## src/hdl/gnpf_pkg.sv

```systemverilog
// Package of packet identifiers, lengths, offsets and carrier types for the packet formatter
package gnpf_pkg;

    // ****************************************
    // Packet identifiers and payload lengths
    // ****************************************
    localparam logic [7:0] ID_RAW_RX     = 8'h1D;
    localparam logic [7:0] LEN_RAW_RX    = 8'h4A;
    localparam logic [7:0] ID_SATS       = 8'h1E;
    localparam logic [7:0] LEN_SATS      = 8'h0D;
    localparam logic [7:0] ID_GEO_POS    = 8'h20;
    localparam logic [7:0] LEN_GEO_POS   = 8'h18;
    localparam logic [7:0] ID_ECF_POS    = 8'h21;
    localparam logic [7:0] LEN_ECF_POS   = 8'h18;
    localparam logic [7:0] ID_GRID_POS   = 8'h22;
    localparam logic [7:0] LEN_GRID_POS  = 8'h1A;
    localparam logic [7:0] ID_LOCAL_VEL  = 8'h23;
    localparam logic [7:0] LEN_LOCAL_VEL = 8'h0C;

    // ****************************************
    // Raw receiver packet byte offsets
    // ****************************************
    localparam int OFS_SECONDS   = 0;
    localparam int OFS_MICROS    = 4;
    localparam int OFS_LAT       = 8;
    localparam int OFS_LON       = 16;
    localparam int OFS_HGT       = 24;
    localparam int OFS_VN        = 32;
    localparam int OFS_VE        = 36;
    localparam int OFS_VD        = 40;
    localparam int OFS_LAT_SD    = 44;
    localparam int OFS_LON_SD    = 48;
    localparam int OFS_HGT_SD    = 52;
    localparam int OFS_TILT      = 56;
    localparam int OFS_HEAD      = 60;
    localparam int OFS_TILT_SD   = 64;
    localparam int OFS_HEAD_SD   = 68;
    localparam int OFS_STATUS    = 72;

    // Satellites packet offsets
    localparam int OFS_HPD       = 0;
    localparam int OFS_VPD       = 4;
    localparam int OFS_SAT_CNT   = 8;
    localparam int NUM_SAT_SYS   = 5;
    // Grid packet offsets
    localparam int OFS_ZONE_NUM  = 24;
    localparam int OFS_ZONE_CHR  = 25;

    // Status word bit positions
    localparam int ST_FIX_LSB    = 0;
    localparam int ST_DOPPLER    = 3;
    localparam int ST_TIME       = 4;
    localparam int ST_EXT_RX     = 5;
    localparam int ST_TILT       = 6;
    localparam int ST_HEAD       = 7;
    localparam int ST_FLOAT_HEAD = 8;
    localparam int ST_RESERVED   = 9;
    localparam int ST_ANT1_DISC  = 10;
    localparam int ST_ANT2_DISC  = 11;
    localparam int ST_ANT1_SHORT = 12;
    localparam int ST_ANT2_SHORT = 13;
    localparam int ST_RX1_FAIL   = 14;
    localparam int ST_RX2_FAIL   = 15;

    localparam int MAX_LEN       = 74;

    // ****************************************
    // Carrier types
    // ****************************************
    typedef enum logic [2:0] {
        GNPF_PKT_RAW_RX,
        GNPF_PKT_SATS,
        GNPF_PKT_GEO_POS,
        GNPF_PKT_ECF_POS,
        GNPF_PKT_GRID_POS,
        GNPF_PKT_LOCAL_VEL
    } gnpf_pkt_t;

    // Status sources from the receivers
    typedef struct packed {
        logic [2:0] fix_status;
        logic       doppler_valid;
        logic       time_valid;
        logic       external_rx;
        logic       tilt_valid;
        logic       heading_valid;
        logic       float_heading;
        logic       ant1_disc;
        logic       ant2_disc;
        logic       ant1_short;
        logic       ant2_short;
        logic       primary_receiver_fail;
        logic       secondary_receiver_fail;
    } gnpf_rx_status_t;

    // Raw receiver solution, uncorrected
    typedef struct packed {
        logic [31:0]     seconds;
        logic [31:0]     micros;
        logic [63:0]     lat;
        logic [63:0]     lon;
        logic [63:0]     hgt;
        logic [31:0]     vn;
        logic [31:0]     ve;
        logic [31:0]     vd;
        logic [31:0]     lat_sd;
        logic [31:0]     lon_sd;
        logic [31:0]     hgt_sd;
        logic [31:0]     tilt;
        logic [31:0]     heading;
        logic [31:0]     tilt_sd;
        logic [31:0]     heading_sd;
        gnpf_rx_status_t status;
    } gnpf_raw_rx_t;

    // Corrected inertial solution and satellite summary
    typedef struct packed {
        logic [31:0]     horizontal_precision_dilution;
        logic [31:0]     vertical_precision_dilution;
        logic [39:0]     sat_counts;
        logic [191:0]    geo_pos;
        logic [191:0]    earth_centred_frame_pos;
        logic [191:0]    grid_projection_pos;
        logic [7:0]      zone_num;
        logic [7:0]      zone_chr;
        logic [95:0]     north_east_down_frame_vel;
    } gnpf_sol_t;

    // Whole module state
    typedef struct packed {
        logic              busy;
        logic [7:0]        pkt_id;
        logic [7:0]        pkt_len;
        logic [7:0]        idx;
        logic [MAX_LEN*8-1:0] buf_bytes;
        logic [7:0]        data;
        logic              valid;
        logic              last;
    } gnpf_state_t;

endpackage

```

## src/hdl/gnpf_formatter.sv

```systemverilog
// Navigation packet formatter: captures a packet payload and streams it bytewise
`timescale 1ns/1ps
`default_nettype none

module gnpf_formatter (
    input  wire logic                   clk_in,
    input  wire logic                   rst_n_in,
    input  wire logic                   req_valid_in,
    input  wire gnpf_pkg::gnpf_pkt_t    req_pkt_in,
    output logic                        req_ready_out,
    input  wire gnpf_pkg::gnpf_raw_rx_t raw_rx_in,
    input  wire gnpf_pkg::gnpf_sol_t    inertial_solution_in,
    output logic [7:0]                  pkt_id_out,
    output logic [7:0]                  pkt_len_out,
    output logic [7:0]                  byte_data_out,
    output logic [7:0]                  byte_index_out,
    output logic                        byte_valid_out,
    output logic                        byte_last_out,
    input  wire logic                   byte_ready_in
);

    localparam int BW = gnpf_pkg::MAX_LEN * 8;

    gnpf_pkg::gnpf_state_t state_reg;
    gnpf_pkg::gnpf_state_t state_next;

    // Place a value little-endian at a byte offset
    function automatic logic [BW-1:0] put(input logic [BW-1:0] b, input int ofs,
                                          input logic [63:0] v, input int nbytes);
        logic [BW-1:0] r;
        r = b;
        for (int i = 0; i < 8; i++) begin
            if (i < nbytes) begin
                r[(ofs+i)*8 +: 8] = v[i*8 +: 8];
            end
        end
        return r;
    endfunction

    // Build the receiver status word
    function automatic logic [15:0] status_word(input gnpf_pkg::gnpf_rx_status_t s);
        logic [15:0] w;
        w = 16'h0000;
        w[gnpf_pkg::ST_FIX_LSB +: 3]      = s.fix_status;
        w[gnpf_pkg::ST_DOPPLER]           = s.doppler_valid;
        w[gnpf_pkg::ST_TIME]              = s.time_valid;
        w[gnpf_pkg::ST_EXT_RX]            = s.external_rx;
        w[gnpf_pkg::ST_TILT]              = s.tilt_valid;
        w[gnpf_pkg::ST_HEAD]              = s.heading_valid;
        w[gnpf_pkg::ST_FLOAT_HEAD]        = s.float_heading;
        w[gnpf_pkg::ST_RESERVED]          = 1'h0;
        w[gnpf_pkg::ST_ANT1_DISC]         = s.ant1_disc;
        w[gnpf_pkg::ST_ANT2_DISC]         = s.ant2_disc;
        w[gnpf_pkg::ST_ANT1_SHORT]        = s.ant1_short;
        w[gnpf_pkg::ST_ANT2_SHORT]        = s.ant2_short;
        w[gnpf_pkg::ST_RX1_FAIL]          = s.primary_receiver_fail;
        w[gnpf_pkg::ST_RX2_FAIL]          = s.secondary_receiver_fail;
        return w;
    endfunction

    // Snapshot of the receiver packet, raw values unaltered
    function automatic logic [BW-1:0] build_raw(input gnpf_pkg::gnpf_raw_rx_t r);
        logic [BW-1:0] b;
        b = '0;
        b = put(b, gnpf_pkg::OFS_SECONDS, {32'h0, r.seconds}, 4);
        b = put(b, gnpf_pkg::OFS_MICROS, {32'h0, r.micros}, 4);
        b = put(b, gnpf_pkg::OFS_LAT, r.lat, 8);
        b = put(b, gnpf_pkg::OFS_LON, r.lon, 8);
        b = put(b, gnpf_pkg::OFS_HGT, r.hgt, 8);
        b = put(b, gnpf_pkg::OFS_VN, {32'h0, r.vn}, 4);
        b = put(b, gnpf_pkg::OFS_VE, {32'h0, r.ve}, 4);
        b = put(b, gnpf_pkg::OFS_VD, {32'h0, r.vd}, 4);
        b = put(b, gnpf_pkg::OFS_LAT_SD, {32'h0, r.lat_sd}, 4);
        b = put(b, gnpf_pkg::OFS_LON_SD, {32'h0, r.lon_sd}, 4);
        b = put(b, gnpf_pkg::OFS_HGT_SD, {32'h0, r.hgt_sd}, 4);
        b = put(b, gnpf_pkg::OFS_TILT, {32'h0, r.tilt}, 4);
        b = put(b, gnpf_pkg::OFS_TILT_SD, {32'h0, r.tilt_sd}, 4);
        b = put(b, gnpf_pkg::OFS_HEAD, {32'h0, r.heading}, 4);
        b = put(b, gnpf_pkg::OFS_HEAD_SD, {32'h0, r.heading_sd}, 4);
        b = put(b, gnpf_pkg::OFS_STATUS, {48'h0, status_word(r.status)}, 2);
        return b;
    endfunction

    // Place three consecutive words of a given size from offset zero
    function automatic logic [BW-1:0] build_triple(input logic [191:0] v, input int nbytes);
        logic [BW-1:0] b;
        b = '0;
        for (int k = 0; k < 3; k++) begin
            b = put(b, k * nbytes, v[k*64 +: 64], nbytes);
        end
        return b;
    endfunction

    // ****************************************
    // Next state
    // ****************************************
    always_comb begin
        logic [191:0] vel3;
        vel3 = '0;
        state_next = state_reg;
        state_next.valid = state_reg.busy;
        if (state_reg.busy && byte_ready_in) begin
            if (state_reg.idx == state_reg.pkt_len - 8'h01) begin
                state_next.busy  = 1'b0;
                state_next.valid = 1'b0;
            end else begin
                state_next.idx = state_reg.idx + 8'h01;
            end
        end
        if (!state_reg.busy && req_valid_in) begin
            state_next.busy  = 1'b1;
            state_next.valid = 1'b1;
            state_next.idx   = 8'h00;
            case (req_pkt_in)
                gnpf_pkg::GNPF_PKT_RAW_RX: begin
                    state_next.pkt_id    = gnpf_pkg::ID_RAW_RX;
                    state_next.pkt_len   = gnpf_pkg::LEN_RAW_RX;
                    state_next.buf_bytes = build_raw(raw_rx_in);
                end
                gnpf_pkg::GNPF_PKT_SATS: begin
                    state_next.pkt_id    = gnpf_pkg::ID_SATS;
                    state_next.pkt_len   = gnpf_pkg::LEN_SATS;
                    state_next.buf_bytes = put('0, gnpf_pkg::OFS_HPD,
                        {32'h0, inertial_solution_in.horizontal_precision_dilution}, 4);
                    state_next.buf_bytes = put(state_next.buf_bytes, gnpf_pkg::OFS_VPD,
                        {32'h0, inertial_solution_in.vertical_precision_dilution}, 4);
                    state_next.buf_bytes = put(state_next.buf_bytes, gnpf_pkg::OFS_SAT_CNT,
                        {24'h0, inertial_solution_in.sat_counts}, gnpf_pkg::NUM_SAT_SYS);
                end
                gnpf_pkg::GNPF_PKT_GEO_POS: begin
                    state_next.pkt_id    = gnpf_pkg::ID_GEO_POS;
                    state_next.pkt_len   = gnpf_pkg::LEN_GEO_POS;
                    state_next.buf_bytes = build_triple(inertial_solution_in.geo_pos, 8);
                end
                gnpf_pkg::GNPF_PKT_ECF_POS: begin
                    state_next.pkt_id    = gnpf_pkg::ID_ECF_POS;
                    state_next.pkt_len   = gnpf_pkg::LEN_ECF_POS;
                    state_next.buf_bytes = build_triple(
                        inertial_solution_in.earth_centred_frame_pos, 8);
                end
                gnpf_pkg::GNPF_PKT_GRID_POS: begin
                    state_next.pkt_id    = gnpf_pkg::ID_GRID_POS;
                    state_next.pkt_len   = gnpf_pkg::LEN_GRID_POS;
                    state_next.buf_bytes = build_triple(
                        inertial_solution_in.grid_projection_pos, 8);
                    state_next.buf_bytes = put(state_next.buf_bytes, gnpf_pkg::OFS_ZONE_NUM,
                        {56'h0, inertial_solution_in.zone_num}, 1);
                    state_next.buf_bytes = put(state_next.buf_bytes, gnpf_pkg::OFS_ZONE_CHR,
                        {56'h0, inertial_solution_in.zone_chr}, 1);
                end
                gnpf_pkg::GNPF_PKT_LOCAL_VEL: begin
                    for (int k = 0; k < 3; k++) begin
                        vel3[k*64 +: 32] =
                            inertial_solution_in.north_east_down_frame_vel[k*32 +: 32];
                    end
                    state_next.pkt_id    = gnpf_pkg::ID_LOCAL_VEL;
                    state_next.pkt_len   = gnpf_pkg::LEN_LOCAL_VEL;
                    state_next.buf_bytes = build_triple(vel3, 4);
                end
                default: begin
                    state_next.busy  = 1'b0;
                    state_next.valid = 1'b0;
                end
            endcase
        end
        state_next.data = state_next.buf_bytes[state_next.idx*8 +: 8];
        state_next.last = state_next.busy && (state_next.idx == state_next.pkt_len - 8'h01);
    end

    // State register
    always_ff @(posedge clk_in or negedge rst_n_in) begin
        if (!rst_n_in) begin
            state_reg <= '0;
        end else begin
            state_reg <= state_next;
        end
    end

    // ****************************************
    // Outputs
    // ****************************************
    assign req_ready_out  = !state_reg.busy;
    assign pkt_id_out     = state_reg.pkt_id;
    assign pkt_len_out    = state_reg.pkt_len;
    assign byte_data_out  = state_reg.data;
    assign byte_index_out = state_reg.idx;
    assign byte_valid_out = state_reg.valid;
    assign byte_last_out  = state_reg.last;

    // ****************************************
    // Checks
    // ****************************************
    raw_id_len_a: assert property (@(posedge clk_in) disable iff (!rst_n_in)
        (req_valid_in && req_ready_out && req_pkt_in == gnpf_pkg::GNPF_PKT_RAW_RX)
        |=> (pkt_id_out == 8'h1D && pkt_len_out == 8'h4A))
        else $error("raw packet id or length wrong");
    reserved_bit_a: assert property (@(posedge clk_in) disable iff (!rst_n_in)
        (byte_valid_out && pkt_id_out == 8'h1D && byte_index_out == 8'h49)
        |-> !byte_data_out[1])
        else $error("status bit 9 not zero");
    status_low_a: assert property (@(posedge clk_in) disable iff (!rst_n_in)
        (req_valid_in && req_ready_out && req_pkt_in == gnpf_pkg::GNPF_PKT_RAW_RX)
        |=> state_reg.buf_bytes[72*8 +: 3] == $past(raw_rx_in.status.fix_status))
        else $error("fix status misplaced");
    fail_bits_a: assert property (@(posedge clk_in) disable iff (!rst_n_in)
        (req_valid_in && req_ready_out && req_pkt_in == gnpf_pkg::GNPF_PKT_RAW_RX)
        |=> state_reg.buf_bytes[73*8+6 +: 2] == {$past(raw_rx_in.status.secondary_receiver_fail),
                                                 $past(raw_rx_in.status.primary_receiver_fail)})
        else $error("failure bits misplaced");
    last_len_a: assert property (@(posedge clk_in) disable iff (!rst_n_in)
        (byte_valid_out && byte_last_out) |-> byte_index_out == pkt_len_out - 8'h01)
        else $error("last byte index wrong");
    sat_len_a: assert property (@(posedge clk_in) disable iff (!rst_n_in)
        (req_valid_in && req_ready_out && req_pkt_in == gnpf_pkg::GNPF_PKT_SATS)
        |=> (pkt_id_out == 8'h1E && pkt_len_out == 8'h0D))
        else $error("satellites packet header wrong");
    grid_len_a: assert property (@(posedge clk_in) disable iff (!rst_n_in)
        (req_valid_in && req_ready_out && req_pkt_in == gnpf_pkg::GNPF_PKT_GRID_POS)
        |=> (pkt_id_out == 8'h22 && pkt_len_out == 8'h1A))
        else $error("grid packet header wrong");
    hold_byte_a: assert property (@(posedge clk_in) disable iff (!rst_n_in)
        (byte_valid_out && !byte_ready_in) |=> (byte_valid_out && $stable(byte_index_out)))
        else $error("byte dropped under stall");
    raw_cov_c: cover property (@(posedge clk_in) disable iff (!rst_n_in)
        byte_valid_out && byte_last_out && pkt_id_out == 8'h1D);
    sat_cov_c: cover property (@(posedge clk_in) disable iff (!rst_n_in)
        byte_valid_out && byte_last_out && pkt_id_out == 8'h1E);
    stall_cov_c: cover property (@(posedge clk_in) disable iff (!rst_n_in)
        byte_valid_out && !byte_ready_in);

endmodule

`default_nettype wire

```

## config.mk

```make
export PLATFORM = sky130hd
export DESIGN_NAME = gnpf_formatter
export DESIGN_NICKNAME = d
export VERILOG_FILES = /design/src/hdl/gnpf_pkg.sv /design/src/hdl/gnpf_formatter.sv
export SDC_FILE = /design/constraint.sdc
export NUM_CORES = 1
export LEC_CHECK = 0
export BUFFER_PORTS_ARGS = -buffer_cell sky130_fd_sc_hd__buf_2
export CORE_AREA = 3 3 560 562
export CTS_BUF_LIST = sky130_fd_sc_hd__clkbuf_8
export CTS_CLUSTER_SIZE = 14
export DETAILED_ROUTE_END_ITERATION = 10
export DIE_AREA = 0 0 563 565
export PLACE_DENSITY_LB_ADDON = 0.15
export SLEW_MARGIN = 25
export SYNTH_ARGS = -nofsm -noshare
export SYNTH_HDL_FRONTEND = slang
export SYNTH_SLANG_ARGS = --single-unit
```

## constraint.sdc

```tcl
create_clock -name clk_in -period 5.33 [get_ports clk_in]
set_input_delay 0.2665 -clock clk_in [delete_from_list [all_inputs] [get_ports clk_in]]
set_output_delay 0.2665 -clock clk_in [all_outputs]
set_load 0.03 [all_outputs]
```

==> results.toml, run 1 <==
[global_route]
antenna_found_initial = 298
grt_pass1_vias = 46665
grt_overflow = 0
grt_pass1_wl_um = 474600
grt_start_max_net_pins = 118
track_usage = 0.2232

[synthesis]
synth_most_common_cell = "dfrtp_1"
synth_top_area_share = 0.4366
synthFlopType = "dfrtp_1"
synthTopCellsByCount = "dfrtp_1, a22o_1, a22oi_1"
seq_area_frac_synth = 0.4366
synth_edf_count = 0
synth.avg_cell_area_um2 = 9.554
synth-seq-cells = 622
yosys.area.top_type = "dfrtp_1"
async_flop_share = 1.000
synth.yosys.warnings = 0
synth_area_leaders = "dfrtp_1, a22o_1, a22oi_1"
synthCells = 3732
synth_area_um2 = 35650
synth.lib_cells_used.distinct = 86

[routing]
drt_iter0_drc = 4489
postRouteAntennaNets = 0
vias = 46329
drt-vias-per-instance = 4.453
wirelength_um = 372600
wl_per_cell_um = 35.81
drc = 0
firstDrtPassIters = 6

[timing]
hold_viol_final = 0
whs_ns = 0.05565
rsz0062_at_grt = "no"
fin_crit_sh = 0.9888
setup_tns_ns = 0
finalSetupViolCount = 0
skew_ns = 0.08236
period_needed_ns = 5.270
fmax_ghz = 0.1897
slew_headroom = 0.1134
finalMaxSlewViolations = 0
setup_ws_ns = 0.05954
tightest_slew_ns = 1.321

[place]
gp_congestion = 0.8961
io_buffers = 1422
placed_cells = 9116
dp_hpwl_um = 298100
preCtsSetupSlack_ns = -0.1390
placed_area_um2 = 48960

[floorplanning]
dieArea_um2 = 318100
ios = 1425
initial_core_util = 0.1154
row_count = 204
die_w_um = 563
dieHeight_um = 565
core_area_um2 = 308800

[power]
power_density_nw_per_um2 = 550.3
peakVddDrop_mv = 1.001
p_leak_nw = 26.56
power_mw = 33.79

[finish]
fin_area_um2 = 61390
nets = 7457
final_cell_count_no_fill = 10405
largest_reg_flops = 593
drive_above_1_share = 0.3300
synthToLayoutAreaGrowth_pct = 72.19
post-route-util = 0.1988

[clock_tree]
clockBufferDepth = 4
clock-sinks = 622
cts_buffers = 148
cts_setup_buffers = 0
clk_pin_slew_ns = 0.06
cts_tree = "built"
htreeDepth = 4
root_buffer = "clkbuf_8"
clk_latency_ns = 0.91

[critical_path]
cp-end-kind = "flop"
path_max_fanout = 21
critPathLaunchType = "flop"
arrival_ns = 6.08
critPathKind = "flop to flop"
required_ns = 6.14

[run_status]
status = "complete, no violations"

[min_path]
min_path_type = "input pin to flop"

[run]
cap_violations = 0
==> cell usage in the layout, fill, tap and decap left out, drive strengths merged, types with 61 or more instances in the layout <==
cell / synthesis / final
a22o: 380 / 380
a221oi: 97 / 97
clkbuf: 251 / 177
inv: 37 / 98
o21ai: 143 / 143
buf: 184 / 1699
nand3: 61 / 61
dfrtp: 622 / 622
diode: 0 / 119
mux2i: 113 / 113
nor2: 301 / 301
nand2: 213 / 213
a22oi: 368 / 368
dlygate4sd3: 0 / 917
a21oi: 185 / 185
a31oi: 118 / 118
==> power breakdown <==
part / switching (mW) / total [mW] / internal, mW
registers: 0.790 / 7.38 / 6.59
clock network: 2.79 / 5.99 / 3.20
logic: 13.2 / 20.4 / 7.19
==> critical path, stage by stage (launching register included) <==
cell       delay, ns
dfrtp_1         0.49
or3_1           0.46
or3_4           0.36
a2111oi_4       0.54
o221a_2         0.46
nor4_2          0.15
nor2_4          0.17
buf_4           0.30
inv_4           0.22
buf_4           0.29
a311oi_1        1.06
or3_1           0.33
a31oi_1         0.11
o31ai_1         0.21
==> path summary, 6_finish.rpt <==
check | startpoint | to | cells after the start | slack [ns]
worst max-delay path | pkt_len_out[2] | byte_data_out[0] | 13 | 0.06
worst min register to register | state_reg[52] | state_reg[52] | 1 | 0.48
max in group asynchronous | rst_n_in | state_reg[601] | 4 | 3.40
min in group asynchronous | rst_n_in | state_reg[395] | 3 | 0.46
worst max register to register | pkt_len_out[2] | byte_data_out[0] | 13 | 0.06
worst min-delay path | inertial_solution_in[292] | state_reg[190] | 3 | 0.06
==> final cells by class <==
class | count | area [um2]
sequential | 622 | 15570
fill | 34606 | 247500
timing repair buffer | 2616 | 18890
multi-input combinational | 2637 | 18410
inverter | 39 | 167.7
antenna | 119 | 297.8
clock inverter | 75 | 465.4
tap | 4120 | 5155
clock buffer | 177 | 2436
==> kinds of logic (layout without fill, tap and decap cells) <==
group | count (synthesis) | in the layout | synth area share
AOI/OAI and AO/OA | 1663 | 1663 | 0.3521
xor gates and xnor gates | 18 | 18 | 0.004422
adders and majority gates | 3 | 3 | 0.001053
buffers and inverters | 474 | 2907 | 0.05538
DFF | 622 | 622 | 0.4366
muxes | 174 | 174 | 0.05204
other | 1 | 121 | 0.0001052
and+or+nand+nor | 777 | 777 | 0.09840
==> per-layer routing <==
layer  global-route usage  part of all wire  wire [um]  vias to the layer above
met2               0.3697              0.47     175100                     2369
met3              0.04917             0.069      25760                      694
met4              0.08164             0.040      14800                      120
li1                     -                 -          -                    19503
met1               0.2829              0.42     156200                    23643
met5                    0            0.0021        775                        -
==> what timing repair did <==
item,4_1_cts,5_1_grt
hold buffers,918,0
gates resized for setup,1,2
endpoints found under the hold margin,669,0
setup endpoints to repair,1,2
No activity file was read; power rests on OpenSTA's default activity.
==> run 2: changes to the inputs <==
--- a/config.mk
+++ b/config.mk
@@ -12,7 +12,7 @@
 export DETAILED_ROUTE_END_ITERATION = 10
 export DIE_AREA = 0 0 563 565
 export PLACE_DENSITY_LB_ADDON = 0.15
-export SLEW_MARGIN = 25
+export SLEW_MARGIN = 20
 export SYNTH_ARGS = -nofsm -noshare
 export SYNTH_HDL_FRONTEND = slang
 export SYNTH_SLANG_ARGS = --single-unit
==> constraint.sdc (replaced) <==
create_clock -name clk_in -period 5.33 [get_ports clk_in]
set_input_delay 0.2665 -clock clk_in [delete_from_list [all_inputs] [get_ports clk_in]]
set_output_delay 0.2665 -clock clk_in [all_outputs]
set_load 0.02 [all_outputs]
==> run 2 against run 1 <==
Largest power group unchanged. Wire length about the same. Worst hold slack got worse by 0.016 ns. Count of clock-buffer cells in the layout is 14 higher. Critical path depth grew 1. Fmax up 2.8%. Cell count increased by 0.19%. Via count rose by 0.47%. Die area did not move.
==> results.toml, run 2 (synthesis results as in run 1) <==
[routing]
drc = 0
drt_iter0_drc = 4993
firstDrtPassIters = 6
postRouteAntennaNets = 0
drt-vias-per-instance = 4.465
vias = 46545
wirelength_um = 372600
wl_per_cell_um = 35.74

[global_route]
met3_usage = 0.04829
grtUsageMet2 = 0.3655
grt_start_max_net_pins = 118
grt_overflow = 0
met1_usage = 0.2849
track_usage = 0.2229
grt-busiest-layer = "met2"
antenna_found_initial = 316
grt_pass1_wl_um = 474000
grt_pass1_vias = 46688

[power]
power_density_nw_per_um2 = 549.9
p_leak_nw = 26.58
p_int_mw = 17.09
share_comb_of_total_power = 0.601
clkPwrFrac = 0.181
p_sw_frac = 0.4946
pwr-share-seq = 0.218
peakVddDrop_mv = 0.5374
p_switching_mw = 16.73

[clock_tree]
cts_tree = "built"
clock-sinks = 622
cts_buffers = 149
clk_pin_slew_ns = 0.06
htreeDepth = 4
cts_setup_buffers = 0
clk_latency_ns = 0.94
root_buffer = "clkbuf_8"
clockBufferDepth = 4

[floorplanning]
dieArea_um2 = 318100
initial_core_util = 0.1154
row_count = 204
dieHeight_um = 565
die_w_um = 563
core_area_um2 = 308800
ios = 1425

[timing]
hold_viol_final = 0
skew_ns = 0.07318
period_needed_ns = 5.127
slew_headroom = 0.1453
rsz0062_at_grt = "no"
tightest_slew_ns = 1.279
finalMaxSlewViolations = 0
fmax_ghz = 0.1950
finalSetupViolCount = 0
whs_ns = 0.04013
fin_crit_sh = 0.9619

[critical_path]
required_ns = 6.17
path_max_fanout = 40
arrival_ns = 5.97
critPathLaunchType = "flop"
cp-end-kind = "flop"
critPathKind = "flop to flop"

[finish]
final_cell_mix = "buf_2, dlygate4sd3_1, dfrtp_1, a22o_1, a22oi_1"
drive_above_1_share = 0.3318
n_fill_cell = 34638
nets = 7454
post-route-util = 0.1991
largest_reg_flops = 593
synthToLayoutAreaGrowth_pct = 72.50
layout_commonest_cell = "buf_2"

[run_status]
status = "complete, no violations"

[place]
io_buffers = 1422
dp_hpwl_um = 298000
gp_congestion = 0.8961

[min_path]
min_path_type = "input pin to flop"

[run]
cap_violations = 0
## run 2: layer usage
metal  vias to the layer above  share of wire
li1                      19505              -
met1                     23729           0.42
met2                      2459           0.47
met3                       728          0.066
met4                       124          0.042
met5                         -         0.0021
## run 2: layout make-up
cell class	count	area, um2	share of cell area
Clock buffer	191	2629	0.04274
Multi-Input combinational cell	2637	18400	0.2992
Antenna cell	138	345.3	0.005615
Timing Repair Buffer	2612	18850	0.3065
Sequential cell	622	15570	0.2532
Tap cell	4120	5155	0.08382
Clock inverter	66	384.1	0.006246
Inverter	39	167.7	0.002726
## run 2: path summary, 6_finish.rpt
kind	depth (start not counted)	slack, ns	to	startpoint
setup / recovery	14	0.20	byte_data_out[6]	state_reg[626]
hold / removal	3	0.04	state_reg[43]	inertial_solution_in[145]
setup reg to reg	14	0.20	byte_data_out[6]	state_reg[626]
hold reg to reg	1	0.48	state_reg[52]	state_reg[52]
max in group asynchronous	4	3.52	state_reg[207]	rst_n_in
min in group asynchronous	3	0.38	state_reg[481]	rst_n_in
## run 2: stage by stage
stage          worst slack (ns)  instances  area [um2]  power (mW)  setup TNS, ns
5_1_grt                 0.02126      10349       61310       35.73              0
3_3_place_gp            -0.1721       9115       48930       26.73        -0.1721
6_report                 0.2029      10425       61500       33.82              0
3_5_place_dp            -0.1418       9115       48950       26.66        -0.1418
2_1_floorplan             1.357       3733       35660       16.52              0
4_1_cts                 0.02374      10286       61130       34.46              0
## run 2: timing repair
action                     4_1_cts  5_1_grt
hold buffers                   914        1
hold endpoints to repair       666        1
gates resized for setup          1        3
setup endpoints to repair        1        3
## run 2: power by group through the flow
stage	clock network (mW)	registers (mW)	logic, mW
floorplan	0	7.13	9.40
global placement	0	7.41	19.3
detailed placement	0	7.42	19.2
CTS	6.38	7.36	20.7
global route	6.56	7.55	21.6
finish	6.11	7.38	20.3
## run 2: critical path, cell delays in order (launching register included)
cell and delay, ns:
dfrtp_1 0.53, nand2b_1 0.52, a21oi_4 0.59, buf_12 0.31, buf_4 0.31, nor2_1 0.07, a31oi_1 0.16, dlygate4sd3_1 0.59
buf_4 0.14, mux2i_1 0.21, nand2_1 0.14, o211a_1 0.22, a211oi_1 0.08, or4_1 0.69, o41ai_2 0.38
